`src/verilog/lbc_pkg.sv`:
```
// Shared constants and carrier types for the loopback code 4 status block
package lbc_pkg;

	// ----------------------------------------
	// Register map
	// ----------------------------------------
	localparam logic [15:0] LBC_STATUS_OFS = 16'h0B1E;
	localparam logic [15:0] LBC_ENABLE_OFS = 16'h0B1F;
	localparam int LBC_CHAN_LSB = 12;
	localparam int LBC_ADDR_W = 16;
	localparam int LBC_DATA_W = 8;

	// ----------------------------------------
	// Status register fields
	// ----------------------------------------
	localparam int LBC_ACT_STATE_BIT = 3;
	localparam int LBC_DEACT_STATE_BIT = 2;
	localparam int LBC_ACT_FLAG_BIT = 1;
	localparam int LBC_DEACT_FLAG_BIT = 0;

	// ----------------------------------------
	// Enable register fields
	// ----------------------------------------
	localparam int LBC_ACT_EN_BIT = 1;
	localparam int LBC_DEACT_EN_BIT = 0;

	// ----------------------------------------
	// Reset values
	// ----------------------------------------
	localparam logic [7:0] LBC_STATUS_RST = 8'h00;
	localparam logic [1:0] LBC_ENABLE_RST = 2'h0;
	localparam logic [1:0] LBC_FLAG_RST = 2'h0;
	localparam logic [1:0] LBC_DET_RST = 2'h0;

	// ----------------------------------------
	// Carrier types
	// ----------------------------------------
	typedef struct packed {
		logic [LBC_ADDR_W-1:0] addr;
		logic [LBC_DATA_W-1:0] wrData;
		logic wr;
		logic rd;
	} lbc_bus_req_t;

	// Index 1 is activation, index 0 is deactivation
	typedef struct packed {
		logic [1:0] detect;
		logic actDetectEnable;
	} lbc_detect_in_t;

endpackage : lbc_pkg

```
`src/verilog/lbc_change_det.sv`:
```
// Level register and change detector for the code detection levels
module lbc_change_det #(
	parameter int WIDTH = 2
) (
	input wire logic coreClk, // Core clock
	input wire logic reset, // Synchronous reset, active high
	input wire logic [WIDTH-1:0] level, // Present detection levels
	output logic [WIDTH-1:0] levelQ, // Registered levels
	output logic [WIDTH-1:0] change // High in a cycle where a level differs from levelQ
);
	import lbc_pkg::*;

	typedef struct packed {
		logic [WIDTH-1:0] lvl;
	} lbc_det_state_t;

	lbc_det_state_t state_reg;
	lbc_det_state_t state_next;

	always_comb begin
		state_next = state_reg;
		state_next.lvl = level;
	end

	always_ff @(posedge coreClk) begin
		if (reset) begin
			state_reg <= '0;
		end else begin
			state_reg <= state_next;
		end
	end

	assign levelQ = state_reg.lvl;

	// One pulse per start or stop of detection
	for (genvar i = 0; i < WIDTH; i++) begin : g_chg
		assign change[i] = level[i] ^ state_reg.lvl[i];
	end

endmodule : lbc_change_det

```
`src/verilog/lbc_status_irq.sv`:
```
// Loopback code 4 status, change flags and interrupt enable registers
//
// The implementer's own choice: the strobed register port.
module lbc_status_irq #(
	parameter logic [3:0] CHANNEL = 4'h0
) (
	input wire logic coreClk, // Core clock, 250 MHz
	input wire logic reset, // Synchronous reset, active high
	input wire lbc_pkg::lbc_bus_req_t busReq, // Register request
	output logic [lbc_pkg::LBC_DATA_W-1:0] rdData, // Read data, cycle after read
	input wire lbc_pkg::lbc_detect_in_t detIn, // Detector levels and enable
	output logic irq // Level interrupt, active high
);
	import lbc_pkg::*;

	// ----------------------------------------
	// State
	// ----------------------------------------
	typedef struct packed {
		logic [1:0] flag;
		logic [1:0] irqEn;
		logic [LBC_DATA_W-1:0] rdData;
		logic irq;
	} lbc_state_t;

	lbc_state_t state_reg;
	lbc_state_t state_next;

	logic [1:0] detLevel;
	logic [1:0] detQ;
	logic [1:0] detChange;

	function automatic logic regHit(input logic [LBC_ADDR_W-1:0] a,
		input logic [LBC_ADDR_W-1:0] ofs);
		regHit = (a[LBC_ADDR_W-1:LBC_CHAN_LSB] == CHANNEL)
			&& (a[LBC_CHAN_LSB-1:0] == ofs[LBC_CHAN_LSB-1:0]);
	endfunction : regHit

	// ----------------------------------------
	// Detection levels
	// ----------------------------------------
	assign detLevel[1] = detIn.detect[1] & detIn.actDetectEnable;
	assign detLevel[0] = detIn.detect[0];

	lbc_change_det #(
		.WIDTH(2)
	) u_change (
		.coreClk(coreClk),
		.reset(reset),
		.level(detLevel),
		.levelQ(detQ),
		.change(detChange)
	);

	// ----------------------------------------
	// Next state
	// ----------------------------------------
	always_comb begin
		logic stHit;
		logic enHit;
		logic [LBC_DATA_W-1:0] statusView;
		logic [1:0] clr;
		stHit = regHit(busReq.addr, LBC_STATUS_OFS);
		enHit = regHit(busReq.addr, LBC_ENABLE_OFS);
		statusView = LBC_STATUS_RST;
		statusView[LBC_ACT_STATE_BIT] = detLevel[1];
		statusView[LBC_DEACT_STATE_BIT] = detLevel[0];
		statusView[LBC_ACT_FLAG_BIT] = state_reg.flag[1];
		statusView[LBC_DEACT_FLAG_BIT] = state_reg.flag[0];
		state_next = state_reg;
		clr = 2'h0;
		if (busReq.rd && stHit) begin
			clr = 2'h3;
		end
		if (busReq.wr && stHit) begin
			clr = busReq.wrData[1:0];
		end
		// Set wins over clear
		state_next.flag = (state_reg.flag & ~clr) | detChange;
		if (busReq.wr && enHit) begin
			state_next.irqEn[1] = busReq.wrData[LBC_ACT_EN_BIT];
			state_next.irqEn[0] = busReq.wrData[LBC_DEACT_EN_BIT];
		end
		state_next.rdData = 8'h00;
		if (busReq.rd && stHit) begin
			state_next.rdData = statusView;
		end else if (busReq.rd && enHit) begin
			state_next.rdData = {6'h00, state_reg.irqEn};
		end
		state_next.irq = |(state_next.flag & state_next.irqEn);
	end

	always_ff @(posedge coreClk) begin
		if (reset) begin
			state_reg.flag <= LBC_FLAG_RST;
			state_reg.irqEn <= LBC_ENABLE_RST;
			state_reg.rdData <= LBC_STATUS_RST;
			state_reg.irq <= 1'b0;
		end else begin
			state_reg <= state_next;
		end
	end

	assign rdData = state_reg.rdData;
	assign irq = state_reg.irq;

endmodule : lbc_status_irq

```
`config.mk`:
```
export PLATFORM = sky130hd
export DESIGN_NAME = lbc_status_irq
export DESIGN_NICKNAME = d
export VERILOG_FILES = /design/src/verilog/lbc_pkg.sv /design/src/verilog/lbc_change_det.sv /design/src/verilog/lbc_status_irq.sv
export SDC_FILE = /design/constraint.sdc
export NUM_CORES = 1
export LEC_CHECK = 0
export ABC_AREA = 1
export BUFFER_PORTS_ARGS = -buffer_cell sky130_fd_sc_hd__buf_4
export CAP_MARGIN = 40
export CORE_UTILIZATION = 42
export CTS_BUF_LIST = sky130_fd_sc_hd__clkbuf_4
export CTS_CLUSTER_SIZE = 14
export DETAILED_ROUTE_END_ITERATION = 10
export PLACE_DENSITY_LB_ADDON = 0.25
export SLEW_MARGIN = 30
export SYNTH_ARGS = -nofsm -noshare
export SYNTH_HDL_FRONTEND = slang
export SYNTH_HIERARCHICAL = 1
export SYNTH_SLANG_ARGS = --single-unit
```
`constraint.sdc`:
```
create_clock -name coreClk -period 2.05 [get_ports coreClk]
set_input_delay 0.1025 -clock coreClk [delete_from_list [all_inputs] [get_ports coreClk]]
set_output_delay 0.1025 -clock coreClk [all_outputs]
set_load 0.005 [all_outputs]
```
## After elaboration in Yosys (flattened, before gate mapping)

Cells that the tools add are included.

| storage, ports and cells | value |
|---|---|
| register bits after elaboration | 15 |
| word-level logic and storage cells | 29 |

| operators by class | value |
|---|---|
| equal/unequal tests | 2 |
| multiplexer cells | 5 |
| bitwise logic cells | 7 |
| reductions and logical operators | 9 |

Operator list:

| cell | count |
|---|---|
| $eq A12 B12 Y1 const B | 2 |
| $mux W2 | 4 |
| $logic_and A1 B1 Y1 | 6 |
| $and A2 B2 Y2 | 2 |
| $logic_not A4 Y1 | 1 |
| $mux W4 | 1 |
| $reduce_or A2 Y1 | 2 |
| $not A2 Y2 | 1 |
| $or A2 B2 Y2 | 1 |
| $xor A1 B1 Y1 | 2 |
| $and A1 B1 Y1 | 1 |

## Longest topological paths before layout

| logic depth | value |
|---|---|
| depth after elaboration | 10 |
| mapped depth | 10 |

## Cells and area by module

Netlist, hierarchy kept.

Modules (own cells, without submodules):

| module | times used | cells each | area each (um^2) | seq. area each (um^2) |
|---|---|---|---|---|
| lbc_status_irq | 1 | 74 | 508.0 | 180.2 |
| lbc_change_det | 1 | 14 | 85.1 | 40.0 |

## Least setup slack after synthesis

OpenSTA, ideal clock, no wires.

| timing path | value |
|---|---|
| path type | input-to-reg |
| start | input busReq[20] in the netlist's numbering |
| end | register irq (netlist name) |
| library setup time | 0.113 ns |
| arrival time | 0.823 ns |
| data required time | 1.937 ns |
| slack | 1.114 ns |
| stages | 8 |
| buffers on the path | 0 |
| path through | inv_1 nand4_1 nor2_1 nand4_1 nand3_1 nand2_1 nand3_1 nand2_1 |

| between the ends | value |
|---|---|
| word-level cells in the longest chain between the ends | 10 |
| elaborated cells between the ends (all ways) | 15 |
| those cells by class | eq/ne: 2; mux: 3; bitwise: 4; reduce/logical: 6 |

RTL lines:

| item | RTL line | RTL |
|---|---|---|
| start: declaration | lbc_status_irq.sv:9 | `input wire lbc_pkg::lbc_bus_req_t busReq,` |
| $eq A12 B12 Y1 | lbc_status_irq.sv:36 | `&& (a[LBC_CHAN_LSB-1:0] == ofs[LBC_CHAN_LSB-1:0]);` |
| $logic_and A1 B1 Y1 | lbc_status_irq.sv:36 |  |
| $logic_and A1 B1 Y1 | lbc_status_irq.sv:72 | `if (busReq.rd && stHit) begin` |
| $mux W2 | lbc_status_irq.sv:72 |  |
| $mux W2 | lbc_status_irq.sv:75 | `if (busReq.wr && stHit) begin` |
| $not A2 Y2 | lbc_status_irq.sv:79 | `state_next.flag = (state_reg.flag & ~clr) \| detChange;` |
| $and A2 B2 Y2 | lbc_status_irq.sv:79 |  |
| $or A2 B2 Y2 | lbc_status_irq.sv:79 |  |
| $and A2 B2 Y2 (*) | lbc_status_irq.sv:90 | `state_next.irq = \|(state_next.flag & state_next.irqEn);` |
| $reduce_or A2 Y1 (*) | lbc_status_irq.sv:90 |  |

Every way passes the cells marked *; elsewhere a longest branch is shown, timed or not.
A chain may end at the register's enable or synchronous reset.

## Worst setup path in the final report

| timing path | value |
|---|---|
| start | input busReq[20] in the netlist's numbering |
| end | register irq (netlist name) |

| between the ends | value |
|---|---|
| word-level cells in the longest chain between the ends | 10 |
| elaborated cells between the ends (all ways) | 15 |
| those cells by class | eq/ne: 2; mux: 3; bitwise: 4; reduce/logical: 6 |

RTL lines:

| item | RTL line |
|---|---|
| $eq A12 B12 Y1 | lbc_status_irq.sv:36 |
| $logic_and A1 B1 Y1 | lbc_status_irq.sv:36 |
| $logic_and A1 B1 Y1 | lbc_status_irq.sv:72 |
| $mux W2 | lbc_status_irq.sv:72 |
| $mux W2 | lbc_status_irq.sv:75 |
| $not A2 Y2 | lbc_status_irq.sv:79 |
| $and A2 B2 Y2 | lbc_status_irq.sv:79 |
| $or A2 B2 Y2 | lbc_status_irq.sv:79 |
| $and A2 B2 Y2 (*) | lbc_status_irq.sv:90 |
| $reduce_or A2 Y1 (*) | lbc_status_irq.sv:90 |

Marks and branches as above.

==> impl_metrics.py <==
metrics = {
    "sta": {
        "final_hold_viol_count": 0,
        "setup_viol": 0,
        "finalSetupTns_ns": 0,
        "fin_crit_ns": 0.9048,
        "rsz0062_at_grt": "no",
        "clock.fmax_ghz": 1.105,
        "period_share_pct": 44.14,
        "clock_skew_ns": 0.002171,
        "finalMaxSlewViolations": 0,
        "holdWs_ns": 0.04752,
    },
    "flow_run": {
        "drv_cap": 0,
    },
    "critical_path": {
        "start_kind": "input pin",
        "critPathKind": "input pin to flip-flop",
        "required_ns": 2.22,
        "r2r_cells": 7,
        "worstPathMaxFanout": 4,
        "max_stage_delay_ns": 0.25,
        "cp_cell_sequence": "buf_4 -> inv_1 -> nand4_1 -> nor2_1 -> nand4_1 -> nand3_1 -> nand2_1 -> nand3_1 -> nand2_1",
        "end_kind": "flip-flop",
        "cp-startpoint": "busReq[20]",
        "r2r_start": "u_change/levelQ[1]",
        "cp.arrival_ns": 1.07,
        "worst_path_max_delay_cell": "nor2_1",
        "reg2reg_to": "irq",
        "rrSetupSlack_ns": 1.26,
    },
    "synthesis": {
        "ys_seq_area_share_pct": 37.13,
        "ys_types": 15,
        "syn_area_per_cell_um2": 6.739,
        "synth-seq-cells": 11,
        "synth_warnings": 6,
        "syn_inst": 88,
        "synth_area_um2": 593.1,
    },
    "cells_and_area": {
        "layout_commonest_cell": "buf_4",
        "mostFrequentLayoutCells": "29 x buf_4, 20 x inv_1, 16 x nand2_1, 12 x nor2_1, 11 x dfxtp_1",
        "syn_to_final_growth_pct": 36.71,
        "finalNetCount": 148,
        "drive_gt1_share_pct": 31.90,
        "final_cells": 131,
        "n_antenna_cell": 0,
        "design_area_um2": 810.8,
    },
    "clock_tree": {
        "ctsResizeCount": 0,
        "clock-sinks": 11,
        "cts_hold_buf": 0,
        "clk_pin_slew_worst_paths_ns": 0.07,
        "post-cts-setup-buffer-count": 0,
        "cts_buffers": 3,
        "clockBufferDepth": 2,
        "clock-root-buffer": "clkbuf_4",
        "insertion_delay_ns": 0.27,
        "cts_tree": "yes",
        "htreeDepth": 1,
    },
    "pwr": {
        "total_power_uw": 447.0,
        "cellLeakagePower_uw": 0.0004256,
        "p_per_area_mw_per_mm2": 551.3,
        "vdd_drop_max_uv": 356.6,
    },
    "placement": {
        "dp_hpwl_um": 914.5,
        "placed_area_um2": 780.7,
        "placed_cells": 127,
        "io_buffers": 29,
        "globalplace.congestion": 0.8515,
    },
    "grt": {
        "grt_max_degree": 8,
        "antenna_found_initial": 0,
        "grt_overflow": 0,
        "grt_pass1_wl_um": 1869,
        "grt_usage_pct": 18.18,
        "grt_pass1_vias": 482,
    },
    "detailed_routing": {
        "firstDrtPassIters": 2,
        "drtAntennaViolNets": 0,
        "drcViolationCount": 0,
        "dr_total_vias": 576,
        "via_per_inst": 4.397,
        "drt_iter0_markers": 7,
        "routedWlPerCell_um": 8.489,
        "wl_um": 1112,
    },
    "die": {
        "die_w_um": 39.58,
        "core_area_mm2": 0.001301,
        "dieArea_mm2": 0.001566,
        "row_count": 13,
        "die_h_um": 39.58,
        "ioPinCount": 40,
        "start_util_pct": 45.58,
    },
    "hold_path": {
        "hp-class": "input pin to flip-flop",
        "min_to": "state_reg[10]",
        "hold_start": "reset",
        "holdPathStages": 2,
    },
    "run_status": {
        "status": "finished clean",
    },
}
synth_stat cells:
| cell type | n | area share, % |
|---|---|---|
| inv_1 | 20 | 13 |
| nand2_1 | 16 | 10 |
| nor2_1 | 12 | 7.6 |
| dfxtp_1 | 11 | 37 |
| buf_4 | 8 | 10 |
| nand4_1 | 7 | 7.4 |
| nand3_1 | 3 | 2.5 |
| a21oi_1 | 2 | 1.7 |
| nor2_2 | 2 | 2.1 |
| o22ai_1 | 2 | 2.1 |
| conb_1 | 1 | 0.63 |
| nand3_2 | 1 | 1.7 |
| nor2_4 | 1 | 1.9 |
| o2111ai_1 | 1 | 1.5 |
| o21ai_1 | 1 | 0.84 |
per-stage QoR:
stage,setup WS (ns),util (%)
2_1_floorplan,1.114,-
3_3_place_gp,0.8756,60.00
3_5_place_dp,0.8737,60.00
4_1_cts,1.154,62.31
5_1_grt,1.047,62.31
6_report,1.145,62.31
cells by family (layout without fill, tap and decap cells):
group	count (synthesis)	after routing	share of synthesized area, %
AO/OA/AOI/OAI	6	6	6.117
buffers and inverters	28	53	22.78
flip-flops	11	11	37.13
other	1	4	0.6323
AND/OR/NAND/NOR	42	42	33.33
report_power, final:
group	switching, uW	internal [uW]
registers	2.77	219
clock network	70.2	88.5
logic	28.1	38.5
routing by layer:
metal  share of wire [%]  wire length (um)  global-route usage (%)
met2                  51               563                   29.10
met5                   0                 0                       0
met1                  44               492                   20.62
met3                 5.0                56                   9.091
met4                   0                 0                   6.034
worst max-delay path, delay by kind of cell:
kind | cells | cell delay [ns]
simple gates | 7 | 0.81
buf+inv | 2 | 0.14
layout make-up:
| cell class | instances | area (um^2) |
|---|---|---|
| inverter | 20 | 75.07 |
| fill | 129 | 490.5 |
| timing repair buffer | 29 | 217.7 |
| multi-input combinational | 52 | 249.0 |
| sequential | 11 | 220.2 |
| tap | 15 | 18.77 |
| clock buffer | 4 | 30.03 |
worst max path at each step:
stage / to / slack [ns] / cells after the start
4_1_cts: irq / 1.15 / 9
2_1_floorplan: irq / 1.11 / 8
6_report: irq / 1.15 / 9
3_5_place_dp: irq / 0.87 / 9
5_1_grt: irq / 1.05 / 9
3_3_place_gp: irq / 0.88 / 9
(Power assumes the default switching activity.)
